### config.mk
export PLATFORM = sky130hd
export DESIGN_NAME = ffop_top
export DESIGN_NICKNAME = d
export VERILOG_FILES = /design/src/verilog/ffop_pkg.sv /design/src/verilog/ffop_top.sv
export SDC_FILE = /design/constraint.sdc
export NUM_CORES = 1
export LEC_CHECK = 0
export BUFFER_PORTS_ARGS = -buffer_cell sky130_fd_sc_hd__buf_2
export CELL_PAD_IN_SITES_DETAIL_PLACEMENT = 1
export CELL_PAD_IN_SITES_GLOBAL_PLACEMENT = 1
export CORE_MARGIN = 5
export CORE_UTILIZATION = 40
export CTS_CLUSTER_SIZE = 40
export DETAILED_ROUTE_END_ITERATION = 7
export GPL_ROUTABILITY_DRIVEN = 1
export PLACE_DENSITY_LB_ADDON = 0.1
export SYNTH_ARGS = -nofsm -noshare
export SYNTH_HDL_FRONTEND = slang
export SYNTH_SLANG_ARGS = --single-unit
### constraint.sdc
create_clock -name core_clk -period 6.91 [get_ports core_clk]
set_clock_uncertainty 0.15 [all_clocks]
set_input_delay 0 -clock core_clk [delete_from_list [all_inputs] [get_ports core_clk]]
set_output_delay 0 -clock core_clk [all_outputs]
set_load 0.05 [all_outputs]
### src/verilog/ffop_pkg.sv
// Constants and types shared by the flag and offset programming logic
package ffop_pkg;
	// ********************************************************************
	// Widths
	// ********************************************************************
	localparam int DATA_W = 18;
	localparam int OFS_W = 17;
	localparam int LO_W = 9;
	localparam int HI_W = OFS_W - LO_W;
	localparam int CNT_W = 18;
	localparam int SYNC_STAGES = 3;
	localparam int BUF_DEPTH = 32;

	// ********************************************************************
	// Depth and flag thresholds
	// ********************************************************************
	localparam logic [CNT_W-1:0] DEPTH = 18'h20000;
	localparam logic [CNT_W-1:0] DEPTH_FIRST_WORD_MODE = 18'h20001;
	localparam logic [CNT_W-1:0] HALF_STD = 18'h10001;
	localparam logic [CNT_W-1:0] HALF_FIRST_WORD_MODE = 18'h10002;
	localparam logic [CNT_W-1:0] CNT_ZERO = 18'h00000;
	localparam logic [CNT_W-1:0] CNT_ONE = 18'h00001;

	// ********************************************************************
	// Default offsets chosen at master reset
	// ********************************************************************
	localparam logic [OFS_W-1:0] DEF_16383 = 17'h03fff;
	localparam logic [OFS_W-1:0] DEF_8191 = 17'h01fff;
	localparam logic [OFS_W-1:0] DEF_4095 = 17'h00fff;
	localparam logic [OFS_W-1:0] DEF_127 = 17'h0007f;
	localparam logic [OFS_W-1:0] DEF_2047 = 17'h007ff;
	localparam logic [OFS_W-1:0] DEF_1023 = 17'h003ff;
	localparam logic [OFS_W-1:0] DEF_511 = 17'h001ff;
	localparam logic [OFS_W-1:0] DEF_255 = 17'h000ff;

	// Offset register sequence, shared by write and read pointers
	typedef enum logic [1:0] {
		REG_EMPTY_LSB,
		REG_EMPTY_MSB,
		REG_FULL_LSB,
		REG_FULL_MSB
	} ffop_reg_t;
endpackage : ffop_pkg

### src/verilog/ffop_top.sv
// Flag and offset programming logic of a deep FIFO, with its data buffer
`timescale 1ns/1ps
`default_nettype none

// ************************************************************************
// Data buffer
// ************************************************************************
module ffop_buf #(
	parameter int WIDTH = 18,
	parameter int DEPTH = 32
) (
	// Clock and reset
	input wire logic core_clk,
	input wire logic sys_rst,
	// Filling side
	input wire logic in_valid,
	output logic in_ready,
	input wire logic [WIDTH-1:0] in_data,
	// Draining side
	output logic out_valid,
	input wire logic out_ready,
	output logic [WIDTH-1:0] out_data
);
	localparam int AW = $clog2(DEPTH);
	logic [WIDTH-1:0] mem [DEPTH];
	logic [AW-1:0] wr_ptr_r;
	logic [AW-1:0] rd_ptr_r;
	logic [AW:0] fill_r;
	wire push = in_valid && in_ready;
	wire pop = out_valid && out_ready;

	assign in_ready = (fill_r != (AW+1)'(DEPTH));
	assign out_valid = (fill_r != '0);
	assign out_data = mem[rd_ptr_r];

	always_ff @(posedge core_clk) begin
		if (push) begin
			mem[wr_ptr_r] <= in_data;
		end
	end

	always_ff @(posedge core_clk) begin
		if (sys_rst) begin
			wr_ptr_r <= '0;
			rd_ptr_r <= '0;
			fill_r <= '0;
		end else begin
			wr_ptr_r <= push ? AW'(wr_ptr_r + 1'b1) : wr_ptr_r;
			rd_ptr_r <= pop ? AW'(rd_ptr_r + 1'b1) : rd_ptr_r;
			fill_r <= (AW+1)'(fill_r + (AW+1)'(push) - (AW+1)'(pop));
		end
	end
endmodule : ffop_buf

// ************************************************************************
// Flag and offset logic
// ************************************************************************
// Contract
// Parallel-method master reset picks default offsets 16383, 8191, 4095 or 127.
// Serial-method master reset picks default offsets 2047, 1023, 511 or 255.
// Load method is caught at master reset; high serial, low parallel.
// Offsets read back only on the parallel output port, never serially.
// Offsets may be reprogrammed anytime after reset; values 0 to depth minus one.
// Synchronous timing: almost-full moves on write edges, almost-empty on read edges.
// Asynchronous timing: each almost flag asserts on one clock, clears on the other.
// Standard mode thresholds for empty, almost-empty, half, almost-full and full flags.
// First-word mode thresholds shifted by one word, with ready flags.
// Parallel writes fill offset halves in turn: empty LSB, MSB, full LSB, MSB.
// Parallel reads drive offset halves in turn onto the outputs.
// Serial shift of 34 bits, empty LSB first, full MSB last.
// Offsets hold 17 bits; unused bits of written halves are ignored.
// Programming and readback behave the same in both timing modes.
// First-word mode is caught at master reset from the first-word pin.
// With load select high, write and read enables access FIFO memory.
// Master reset puts both offset pointers at the empty LSB register.
// Offset pointers wrap from the full MSB back to the empty LSB.
module ffop_top (
	// Clock and reset
	input wire logic core_clk,
	input wire logic sys_rst,
	// Control pins from the write and read controllers
	input wire logic master_reset_n,
	input wire logic write_clock,
	input wire logic read_clock,
	input wire logic load_select,
	input wire logic write_enable_n,
	input wire logic read_enable_n,
	input wire logic serial_enable_n,
	input wire logic first_word_serial_in,
	input wire logic offset_select_1,
	input wire logic offset_select_0,
	input wire logic flag_timing_select,
	input wire logic [ffop_pkg::DATA_W-1:0] data_in,
	// Parallel output port
	output logic [ffop_pkg::DATA_W-1:0] data_out,
	// Status flags, levels as on the pins
	output logic empty_flag,
	output logic full_flag,
	output logic output_ready,
	output logic input_ready,
	output logic almost_empty_flag,
	output logic almost_full_flag,
	output logic half_full_flag,
	// Memory side
	output logic mem_wr_valid,
	input wire logic mem_wr_ready,
	output logic [ffop_pkg::DATA_W-1:0] mem_wr_data,
	output logic mem_rd_pulse
);
	localparam int PIN_W = 11 + ffop_pkg::DATA_W;
	localparam int OW = ffop_pkg::OFS_W;
	localparam int CW = ffop_pkg::CNT_W;

	// ********************************************************************
	// Pin synchronisers
	// ********************************************************************
	// A change is taken only once stages two and three agree
	logic [PIN_W-1:0] pin_s1_r;
	logic [PIN_W-1:0] pin_s2_r;
	logic [PIN_W-1:0] pin_s3_r;
	logic [PIN_W-1:0] pin_f_r;
	logic wclk_d_r;
	logic rclk_d_r;
	wire [PIN_W-1:0] pin_raw = {write_clock, read_clock, master_reset_n, load_select,
		write_enable_n, read_enable_n, serial_enable_n, first_word_serial_in,
		offset_select_1, offset_select_0, flag_timing_select, data_in};
	wire [PIN_W-1:0] pin_f_nxt;
	wire p_wclk, p_rclk, p_mrs_n, p_ld, p_wen_n, p_ren_n, p_sen_n, p_si, p_fs1, p_fs0, p_pfm;
	wire [ffop_pkg::DATA_W-1:0] p_data;

	genvar gi;
	generate
		for (gi = 0; gi < PIN_W; gi++) begin : g_agree
			assign pin_f_nxt[gi] = (pin_s2_r[gi] == pin_s3_r[gi]) ? pin_s3_r[gi] : pin_f_r[gi];
		end
	endgenerate

	assign {p_wclk, p_rclk, p_mrs_n, p_ld, p_wen_n, p_ren_n, p_sen_n, p_si,
		p_fs1, p_fs0, p_pfm, p_data} = pin_f_r;

	always_ff @(posedge core_clk) begin
		pin_s1_r <= pin_raw;
		pin_s2_r <= pin_s1_r;
		pin_s3_r <= pin_s2_r;
	end

	always_ff @(posedge core_clk) begin
		if (sys_rst) begin
			pin_f_r <= '0;
			wclk_d_r <= 1'b0;
			rclk_d_r <= 1'b0;
		end else begin
			pin_f_r <= pin_f_nxt;
			wclk_d_r <= p_wclk;
			rclk_d_r <= p_rclk;
		end
	end

	wire wr_edge = p_wclk && !wclk_d_r;
	wire rd_edge = p_rclk && !rclk_d_r;
	wire in_mrs = !p_mrs_n;

	// ********************************************************************
	// Configuration caught at master reset
	// ********************************************************************
	logic serial_mode_r;
	logic first_word_mode_mode_r;
	logic sync_flags_r;
	logic [2*OW-1:0] ofs_r;
	logic [2*OW-1:0] ofs_nxt;
	ffop_pkg::ffop_reg_t wptr_r;
	ffop_pkg::ffop_reg_t rptr_r;
	logic [OW-1:0] def_ofs;

	always_comb begin
		unique case ({p_ld, p_fs1, p_fs0})
			3'h2: def_ofs = ffop_pkg::DEF_16383;
			3'h1: def_ofs = ffop_pkg::DEF_8191;
			3'h3: def_ofs = ffop_pkg::DEF_4095;
			3'h0: def_ofs = ffop_pkg::DEF_127;
			3'h6: def_ofs = ffop_pkg::DEF_2047;
			3'h4: def_ofs = ffop_pkg::DEF_1023;
			3'h5: def_ofs = ffop_pkg::DEF_511;
			3'h7: def_ofs = ffop_pkg::DEF_255;
		endcase
	end

	wire [OW-1:0] empty_ofs = ofs_r[OW-1:0];
	wire [OW-1:0] full_ofs = ofs_r[2*OW-1:OW];

	// ********************************************************************
	// Offset programming and readback
	// ********************************************************************
	// Programming is decoded identically in both timing modes
	wire par_wr = wr_edge && !p_ld && !p_wen_n && p_ren_n && p_sen_n && !serial_mode_r;
	wire ser_wr = wr_edge && !p_ld && p_wen_n && p_ren_n && !p_sen_n && serial_mode_r;
	wire par_rd = rd_edge && !p_ld && p_wen_n && !p_ren_n && p_sen_n;
	wire [ffop_pkg::LO_W-1:0] d_lo = p_data[ffop_pkg::LO_W-1:0];
	wire [ffop_pkg::HI_W-1:0] d_hi = p_data[ffop_pkg::HI_W-1:0];

	always_comb begin
		ofs_nxt = ofs_r;
		if (ser_wr) begin
			ofs_nxt = {p_si, ofs_r[2*OW-1:1]};
		end else if (par_wr) begin
			unique case (wptr_r)
				ffop_pkg::REG_EMPTY_LSB: ofs_nxt[ffop_pkg::LO_W-1:0] = d_lo;
				ffop_pkg::REG_EMPTY_MSB: ofs_nxt[OW-1:ffop_pkg::LO_W] = d_hi;
				ffop_pkg::REG_FULL_LSB: ofs_nxt[OW+ffop_pkg::LO_W-1:OW] = d_lo;
				ffop_pkg::REG_FULL_MSB: ofs_nxt[2*OW-1:OW+ffop_pkg::LO_W] = d_hi;
			endcase
		end
	end

	logic [ffop_pkg::DATA_W-1:0] rd_word;
	always_comb begin
		unique case (rptr_r)
			ffop_pkg::REG_EMPTY_LSB: rd_word = ffop_pkg::DATA_W'(empty_ofs[ffop_pkg::LO_W-1:0]);
			ffop_pkg::REG_EMPTY_MSB: rd_word = ffop_pkg::DATA_W'(empty_ofs[OW-1:ffop_pkg::LO_W]);
			ffop_pkg::REG_FULL_LSB: rd_word = ffop_pkg::DATA_W'(full_ofs[ffop_pkg::LO_W-1:0]);
			ffop_pkg::REG_FULL_MSB: rd_word = ffop_pkg::DATA_W'(full_ofs[OW-1:ffop_pkg::LO_W]);
		endcase
	end

	always_ff @(posedge core_clk) begin
		if (sys_rst) begin
			serial_mode_r <= 1'b0;
			first_word_mode_mode_r <= 1'b0;
			sync_flags_r <= 1'b0;
			ofs_r <= {ffop_pkg::DEF_127, ffop_pkg::DEF_127};
			wptr_r <= ffop_pkg::REG_EMPTY_LSB;
			rptr_r <= ffop_pkg::REG_EMPTY_LSB;
			data_out <= '0;
		end else if (in_mrs) begin
			serial_mode_r <= p_ld;
			first_word_mode_mode_r <= p_si;
			sync_flags_r <= p_pfm;
			ofs_r <= {def_ofs, def_ofs};
			wptr_r <= ffop_pkg::REG_EMPTY_LSB;
			rptr_r <= ffop_pkg::REG_EMPTY_LSB;
		end else begin
			ofs_r <= ofs_nxt;
			wptr_r <= par_wr ? ffop_pkg::ffop_reg_t'(wptr_r + 2'h1) : wptr_r;
			rptr_r <= par_rd ? ffop_pkg::ffop_reg_t'(rptr_r + 2'h1) : rptr_r;
			data_out <= par_rd ? rd_word : data_out;
		end
	end

	// ********************************************************************
	// Memory access and word count
	// ********************************************************************
	// Words wait in the buffer for the array; a full buffer refuses the write
	logic [CW-1:0] cnt_r;
	wire buf_in_ready;
	wire [CW-1:0] cap = first_word_mode_mode_r ? ffop_pkg::DEPTH_FIRST_WORD_MODE : ffop_pkg::DEPTH;
	wire mem_wr = wr_edge && p_ld && !p_wen_n && (cnt_r != cap) && buf_in_ready;
	wire mem_rd = rd_edge && p_ld && !p_ren_n && (cnt_r != ffop_pkg::CNT_ZERO);
	wire [CW-1:0] cnt_nxt = CW'(cnt_r + CW'(mem_wr) - CW'(mem_rd));

	ffop_buf #(
		.WIDTH(ffop_pkg::DATA_W),
		.DEPTH(ffop_pkg::BUF_DEPTH)
	) u_buf (
		.core_clk(core_clk),
		.sys_rst(sys_rst || in_mrs),
		.in_valid(mem_wr),
		.in_ready(buf_in_ready),
		.in_data(p_data),
		.out_valid(mem_wr_valid),
		.out_ready(mem_wr_ready),
		.out_data(mem_wr_data)
	);

	// ********************************************************************
	// Flag thresholds
	// ********************************************************************
	wire [CW-1:0] n_ext = CW'(empty_ofs);
	wire [CW-1:0] m_ext = CW'(full_ofs);
	wire [CW-1:0] ae_lim = first_word_mode_mode_r ? CW'(n_ext + ffop_pkg::CNT_ONE) : n_ext;
	wire [CW-1:0] af_lim = CW'(cap - m_ext);
	wire [CW-1:0] hf_lim = first_word_mode_mode_r ? ffop_pkg::HALF_FIRST_WORD_MODE : ffop_pkg::HALF_STD;
	wire ae_low = (cnt_nxt <= ae_lim);
	wire af_low = (cnt_nxt >= af_lim);
	wire is_empty = (cnt_nxt == ffop_pkg::CNT_ZERO);
	wire is_full = (cnt_nxt == cap);

	// Asynchronous timing: assert on one side, release only from the other
	wire af_sync_nxt = wr_edge ? !af_low : almost_full_flag;
	wire af_async_nxt = (wr_edge && af_low) ? 1'b0 :
		((rd_edge && !af_low) ? 1'b1 : almost_full_flag);
	wire ae_sync_nxt = rd_edge ? !ae_low : almost_empty_flag;
	wire ae_async_nxt = (rd_edge && ae_low) ? 1'b0 :
		((wr_edge && !ae_low) ? 1'b1 : almost_empty_flag);

	always_ff @(posedge core_clk) begin
		if (sys_rst || in_mrs) begin
			cnt_r <= ffop_pkg::CNT_ZERO;
			almost_empty_flag <= 1'b0;
			almost_full_flag <= 1'b1;
			half_full_flag <= 1'b1;
			empty_flag <= 1'b0;
			full_flag <= 1'b1;
			output_ready <= 1'b1;
			input_ready <= 1'b0;
			mem_rd_pulse <= 1'b0;
		end else begin
			cnt_r <= cnt_nxt;
			mem_rd_pulse <= mem_rd;
			almost_full_flag <= sync_flags_r ? af_sync_nxt : af_async_nxt;
			almost_empty_flag <= sync_flags_r ? ae_sync_nxt : ae_async_nxt;
			half_full_flag <= !(cnt_nxt >= hf_lim);
			empty_flag <= first_word_mode_mode_r ? 1'b1 : !is_empty;
			full_flag <= first_word_mode_mode_r ? 1'b1 : !is_full;
			output_ready <= first_word_mode_mode_r ? is_empty : 1'b1;
			input_ready <= first_word_mode_mode_r ? is_full : 1'b0;
		end
	end
endmodule : ffop_top

`default_nettype wire

* Yosys cells after proc, flatten, opt, wreduce, memory -nomap -nowiden
Memories as Yosys holds them, arrays and structs flattened. A register that Yosys moved wholly into a read port is not among the register bits.
Cells that the tools add are included.
** Operators by class
- Muxes and demuxes :: 24
- Add/sub/neg operators :: 10
- Divide/modulo/power cells :: 0
- Bitwise logic cells :: 2
- Shifts and indexed selects :: 0
- Order comparisons :: 3
- Eq/ne operators :: 45
- $mul :: 0
- Reductions and logical operators :: 59
** Operator list (number)
- 2-to-1 mux 34 bit :: 3
- case mux 18 bit (4 select lines) :: 1
- == test 1 bit :: 29
- logical AND 1 bit :: 28
- adder 17 x 1 -> 18 bit (second input constant) :: 1
- adder 18 x 1 -> 18 bit :: 1
- == test 18 bit :: 1
- >= comparator 18 x 17 -> 1 bit :: 1
- >= comparator 18 bit :: 1
- <= comparator 18 bit :: 1
- logical NOT 18 bit :: 1
- 2-to-1 mux 18 bit :: 1
- 2-to-1 mux 9 bit :: 2
- inequality test 18 bit :: 1
- nonzero test 18 bit :: 1
- subtractor 18 x 1 -> 18 bit :: 1
- subtractor 18 x 17 -> 18 bit :: 1
- 2-to-1 mux 8 bit :: 2
- inequality test 3 x 1 -> 1 bit (second input constant) :: 5
- AND reduction 2 bit :: 7
- logical NOT 1 bit :: 13
- 2-to-1 mux 1 bit :: 12
- adder 5 x 1 -> 5 bit (second input constant) :: 2
- 2-to-1 mux 5 bit :: 2
- other kinds (14) :: 25
** Storage, ports and cells
- Bits in writable memories :: 576
- Register bits after elaboration :: 219
- Latch bits :: 0
- Word-level logic and storage cells :: 201
- Input port bits :: 32
- Output and inout port bits :: 45
- Memories :: 2
- Memory bits (read-only) :: 56
** Memories
- u_buf.mem :: words 32, bits a word 18, read ports 1, clocked after memory_dff 1, wr ports 1, line ffop_top.sv:25 : logic [WIDTH-1:0] mem [DEPTH];
- (name not given) :: words 8, bits a word 7, read ports 1, clocked after memory_dff 0, wr ports 0, line ffop_top.sv:176 : unique case ({p_ld, p_fs1, p_fs0})

* Depth between registers and ports, before layout
- Depth in word-level cells :: 14
- Mapped depth :: 25
- Gate-level depth less buffers :: 25

* By module
From an unflattened synthesis, not the netlist that was laid out.
** Second synthesis, totals
- Cells, all modules :: 2193
- Area total of the unflattened synthesis :: 31998.2 um^2
** By module, submodules not included
- ffop_buf :: area each 23082.1 um^2, sequential area each 17717.0 um^2, instances 1, cells each 1181
- ffop_top :: area each 8916.1 um^2, sequential area each 3883.7 um^2, instances 1, cells each 1012

* Worst setup path before layout
No wires, ideal clock.
- Path kind :: register to register
- Start point :: register cnt_r[2]
- End point :: register almost_full_flag
- Slack :: 1.842 ns
- Period minus slack after synthesis :: 5.068 ns
- Stages on the path, launching flop included :: 22
- Path buffers :: 0
- Data arrival time :: 4.844 ns
- Data required time :: 6.686 ns
- Cells stage by stage :: dfxtp_1 > inv_1 > ha_1 > nand4_1 > or4b_2 > o311a_1 > ha_1 > inv_1 > ha_1 > fa_1 > a21oi_2 > o221ai_2 > a21oi_1 > a21oi_1 > o21ai_0 > xnor2_1 > ha_1 > a2111oi_0 > o211ai_1 > o22a_1 > maj3_1 > o21ai_0
** RTL lines
- start: declaration :: line ffop_top.sv:253 : logic [CW-1:0] cnt_r;
- start signal: assignment :: line ffop_top.sv:297 : cnt_r <= ffop_pkg::CNT_ZERO;
- start signal: assignment :: line ffop_top.sv:307 : cnt_r <= cnt_nxt;
- nonzero test 18 bit (*) :: line ffop_top.sv:257 : wire mem_rd = rd_edge && p_ld && !p_ren_n && (cnt_r != ffop_pkg::CNT_ZERO);
- logical AND 1 bit (*) :: line ffop_top.sv:257
- via mem_rd :: line ffop_top.sv:257
- subtractor 18 x 1 -> 18 bit (*) :: line ffop_top.sv:258 : wire [CW-1:0] cnt_nxt = CW'(cnt_r + CW'(mem_wr) - CW'(mem_rd));
- via cnt_nxt[16] :: line ffop_top.sv:258
- >= comparator 18 bit (*) :: line ffop_top.sv:283 : wire af_low = (cnt_nxt >= af_lim);
- logical NOT 1 bit :: line ffop_top.sv:288, ffop_top.sv:290
- logical AND 1 bit :: line ffop_top.sv:290 : ((rd_edge && !af_low) ? 1'b1 : almost_full_flag);
- nonzero test 3 bit (no source line)
- AND reduction 2 bit (no source line)
- end signal: assignment :: line ffop_top.sv:309 : almost_full_flag <= sync_flags_r ? af_sync_nxt : af_async_nxt;
- end: declaration :: line ffop_top.sv:102 : output logic almost_full_flag,
The timed path passes the listed nets; every way through them passes the cells marked *. The select of a mux whose other input is x is not followed.
A chain may end at the register's enable or synchronous reset.

* Final worst setup path
- Start point :: register pin_f_r[28]
- End point :: register almost_full_flag
** On the way
- Cells in the longest elaborated chain, start to end :: 12
** RTL lines
- start: declaration :: line ffop_top.sv:121 : logic [PIN_W-1:0] pin_f_r;
- start signal: assignment :: line ffop_top.sv:153 : pin_f_r <= pin_f_nxt;
- logical AND 1 bit (*) :: line ffop_top.sv:159 : wire wr_edge = p_wclk && !wclk_d_r;
- logical AND 1 bit (*) (4 in series) :: line ffop_top.sv:256 : wire mem_wr = wr_edge && p_ld && !p_wen_n && (cnt_r != cap) && buf_in_ready;
- adder 18 x 1 -> 18 bit (*) :: line ffop_top.sv:258
- subtractor 18 x 1 -> 18 bit (*) :: line ffop_top.sv:258
- via cnt_nxt[16] :: line ffop_top.sv:258
- >= comparator 18 bit (*) :: line ffop_top.sv:283
- logical NOT 1 bit :: line ffop_top.sv:288, ffop_top.sv:290
- logical AND 1 bit :: line ffop_top.sv:290
- nonzero test 3 bit (no source line)
- AND reduction 2 bit (no source line)
Marked as above.

==> metrics.md <==
| Metric | Value |
|---|---|
| Outcome | `completed` |
| Critical path class | `flip-flop to flip-flop` |
| Reg2Reg Depth | `21` |
| Final core utilization | `46.7%` |
| Multiplexer area fraction after synthesis | `13.7%` |
| Crit path from | `pin_f_r[28]` |
| Most frequent CP cell | `ha_1` |
| Reg clk slew, reported paths | `0.06 ns` |
| CTS root buffer | `clkbuf_16` |
| Internal Power | `7.80 mW` |
| R2R setup slack | `0.93 ns` |
| Worst path required time | `7.31 ns` |
| Maximum capacitance violations | `0` |
| Pin count of the biggest net entering global routing | `145` |
| CP delay by family, top | `compound AO/OA/AOI/OAI gates` |
| CTS tree | `yes` |
| YS warnings | `0` |
| CP arrival | `6.38 ns` |
| Slowest cell on the critical path | `a211oi_2` |
| Final worst path period need | `5.98 ns` |
| Hold slack | `0.176 ns` |
| Switching Share | `21.5%` |
| Die Y | `292 um` |
| Post-DRT Antenna Nets | `0` |
| Post-Synth Adder-Cell Area | `3.78%` |
| Drt first pass iters | `5` |
| Max incr delay on CP | `0.60 ns` |
| Largest family of logic cells by synthesized area | `multiplexers` |
| Max Slew Vio Count | `0` |
| Synth top area share | `54.4%` |
| Nets | `2,255` |
| Avg Vias per Cell | `5.41` |
| Combinational power share | `2.5%` |
| Mapped Cells | `1,971` |
| Sequential share of the synthesized area | `68.0%` |
| P_leak | `12.5 nW` |
| Setup TNS | `0 ns` |
| Asr flop ratio synth | `0%` |
| # DRC | `0` |
| Count of final hold-check violations | `0` |
| RSZ-0062 raised after global routing | `false` |
| CP Depth | `21` |
| CTS Buffer Depth | `3` |
| Rel. slew slack | `15.0%` |
| Clock share of power | `44.9%` |
| #FFs+latches synth | `791` |
| EDFF count, synth | `576` |
| Port Buf Inserts | `67` |
| Synth Area per Inst | `16.1 um^2` |
| Filler cells | `7,654` |
| Total GRT Usage | `19.0%` |
| FMAX | `0.167 GHz` |
| Netlist cell types | `73` |
| HP Class | `flip-flop to flip-flop` |
| DP Wirelength | `49.1 mm` |
| Fin crit share | `86.5%` |
| Crit path buf inv count | `2` |
| Die Area | `0.0852 mm^2` |
| # H-tree levels | `3` |
| Max IR drop VDD | `0.000214 V` |
| Core area | `0.0789 mm^2` |
| Worst min-delay path startpoint | `pin_s1_r[18]` |
| Clock Sinks | `791` |
| Post-Synth XOR/XNOR Area | `1.57%` |
| Initial antenna violation count | `1` |
| Clk_lat worst skew | `0.63 ns` |
| Die X-Extent | `292 um` |
| Total gr overflow | `0` |
| Simple-Gate Fraction of Synth Area | `5.71%` |
| Detailed Route WL | `81.4 mm` |
| Most common flop cell mapped by yosys | `edfxtp_1` |
| Area contributors post-synth | `edfxtp_1 (54%), dfxtp_1 (14%), mux4_2 (13%)` |
| First-pass GRT wire length | `122 mm` |
| Worst hold stages | `0` |
| Crit-path max FO | `9` |
| Compound-Gate Fraction of Synth Area | `5.17%` |
| Total clock buffers created by CTS | `86` |
| Wire per inst | `25.1 um` |
| Cells along the critical path | `nand2b_1 > nor2_1 > nand2_1 > a211oi_2 > inv_1 > ha_1 > inv_1 > ha_1 > fa_1 > a21oi_2 > o221ai_2 > a21oi_1 > a21oi_1 > o21ai_0 > xnor2_1 > ha_1 > a2111oi_0 > o211ai_1 > o22a_1 > maj3_1 > o21ai_0` |
| Row cnt | `103` |
| DR vias | `17,600` |
| Crit path capture type | `flip-flop` |
| Initial Utilization | `40.3%` |
| FF-to-FF Start | `pin_f_r[28]` |
| Startpoint Class | `flip-flop` |
| Vias in the first global route | `19,000` |
| Psw | `2.14 mW` |
| Ports | `77` |
| Number of DRC markers in iteration 0 | `1,128` |
| Cell accounting for the most synthesized area | `edfxtp_1` |
| Worst Tran Pin Value | `1.27 ns` |
| RePlAce Congestion | `0.813` |
| Netlist Area Pre-Place | `0.0318 mm^2` |
| Area grow syn2layout | `16.0%` |
| Power per Cell Area | `270 mW/mm^2` |
| Sequential power share | `52.6%` |
| Fraction of layout cells with a size suffix above 1 | `21.9%` |
| Final setup violating endpoints | `0` |
[repair_timing]
action                                 4_1_cts  5_1_grt
endpoints found under the hold margin       59        0
setup buffers                                0        0
gates resized for setup                      0        0
hold buffers                                60        0
[final cells by class]
| type | count | area (um^2) | area share (%) |
|---|---|---|---|
| diodes | 1 | 2.50 | 0.00679 |
| clock buffers | 103 | 2290 | 6.21 |
| inverters | 63 | 236 | 0.641 |
| flip-flops and latches | 791 | 21600 | 58.6 |
| multi-input cells | 1025 | 9730 | 26.4 |
| clock inverters | 56 | 464 | 1.26 |
| well taps | 1050 | 1310 | 3.56 |
| repair buffers | 162 | 1220 | 3.32 |
[stage by stage]
stage	worst slack, ns	cell area (um^2)	cells	power [mW]
detailed placement	0.881	33500	3031	5.56
finish	0.933	36900	3251	9.94
floorplan	1.84	31800	1979	5.44
global route	0.490	36900	3250	10.3
CTS	0.857	36900	3250	10.1
global placement	1.21	33500	3031	5.54
[worst reg2reg max path, stage by stage, from the launching register on]
cell and delay, ns:
dfxtp_1 0.37, nand2b_1 0.16, nor2_1 0.34, nand2_1 0.12, a211oi_2 0.60, inv_1 0.11, ha_1 0.30, inv_1 0.04
ha_1 0.22, fa_1 0.46, a21oi_2 0.23, o221ai_2 0.17, a21oi_1 0.32, a21oi_1 0.12, o21ai_0 0.26, xnor2_1 0.23
ha_1 0.28, a2111oi_0 0.51, o211ai_1 0.18, o22a_1 0.25, maj3_1 0.35, o21ai_0 0.14
[cell usage after synthesis, drive strengths merged, types with 6 or more instances]
library cell	instances
ha	92
a21oi	98
mux2	18
a211oi	24
and2	14
o21bai	18
buf	30
clkbuf	70
and3	6
xnor2	23
o21a	8
nand2b	9
xor2	34
inv	63
nand2	119
o21ai	49
dfxtp	215
a21o	15
a222oi	8
nand3b	6
mux4	180
nor2	164
mux2i	10
nand4	18
nor2b	6
nor3	18
nand3	11
a22oi	6
edfxtp	576
[cell families after synthesis]
family / after synthesis
xor+xnor: 57
other cells: 1
simple gates: 400
buf+inv: 163
compound gates: 256
mux: 208
flops: 791
fa+ha+maj: 95
[power groups by stage]
stage	combinational [mW]	clock, mW	sequential [mW]
3_3_place_gp	0.211	0	5.33
6_report	0.244	4.47	5.23
2_1_floorplan	0.135	0	5.30
5_1_grt	0.271	4.79	5.24
4_1_cts	0.247	4.58	5.24
3_5_place_dp	0.220	0	5.34
[state kept, by name (all words and copies together) (netlist names), 9 cells and up, named ones only]
name,count
u_buf.mem,576
ofs_r,34
pin_f_r,29
pin_s1_r,29
pin_s2_r,29
pin_s3_r,29
cnt_r,18
data_out,9
[worst paths after layout]
check                      to
max          almost_full_flag
min              pin_s2_r[18]
max reg2reg  almost_full_flag
min reg2reg      pin_s2_r[18]
[metal layers]
metal	GRT usage (%)	part of all wire, %	vias to the layer above	routed length, um
li1	-	-	7911	-
met1	24.7	42	9170	33900
met2	33.2	51	370	41600
met3	3.07	4.2	140	3450
met4	5.71	3.1	0	2500
met5	0	0	-	0
[layout by cell type (no fill, tap or decap), types with 63 or more instances in the layout]
cell / n
nor2_1: 132
clkbuf_16: 88
dfxtp_1: 211
nand2_1: 119
mux4_2: 180
edfxtp_1: 576
a21oi_1: 96
inv_1: 63
buf_2: 67
ha_1: 92
No activity file was read; power rests on OpenSTA's default activity.
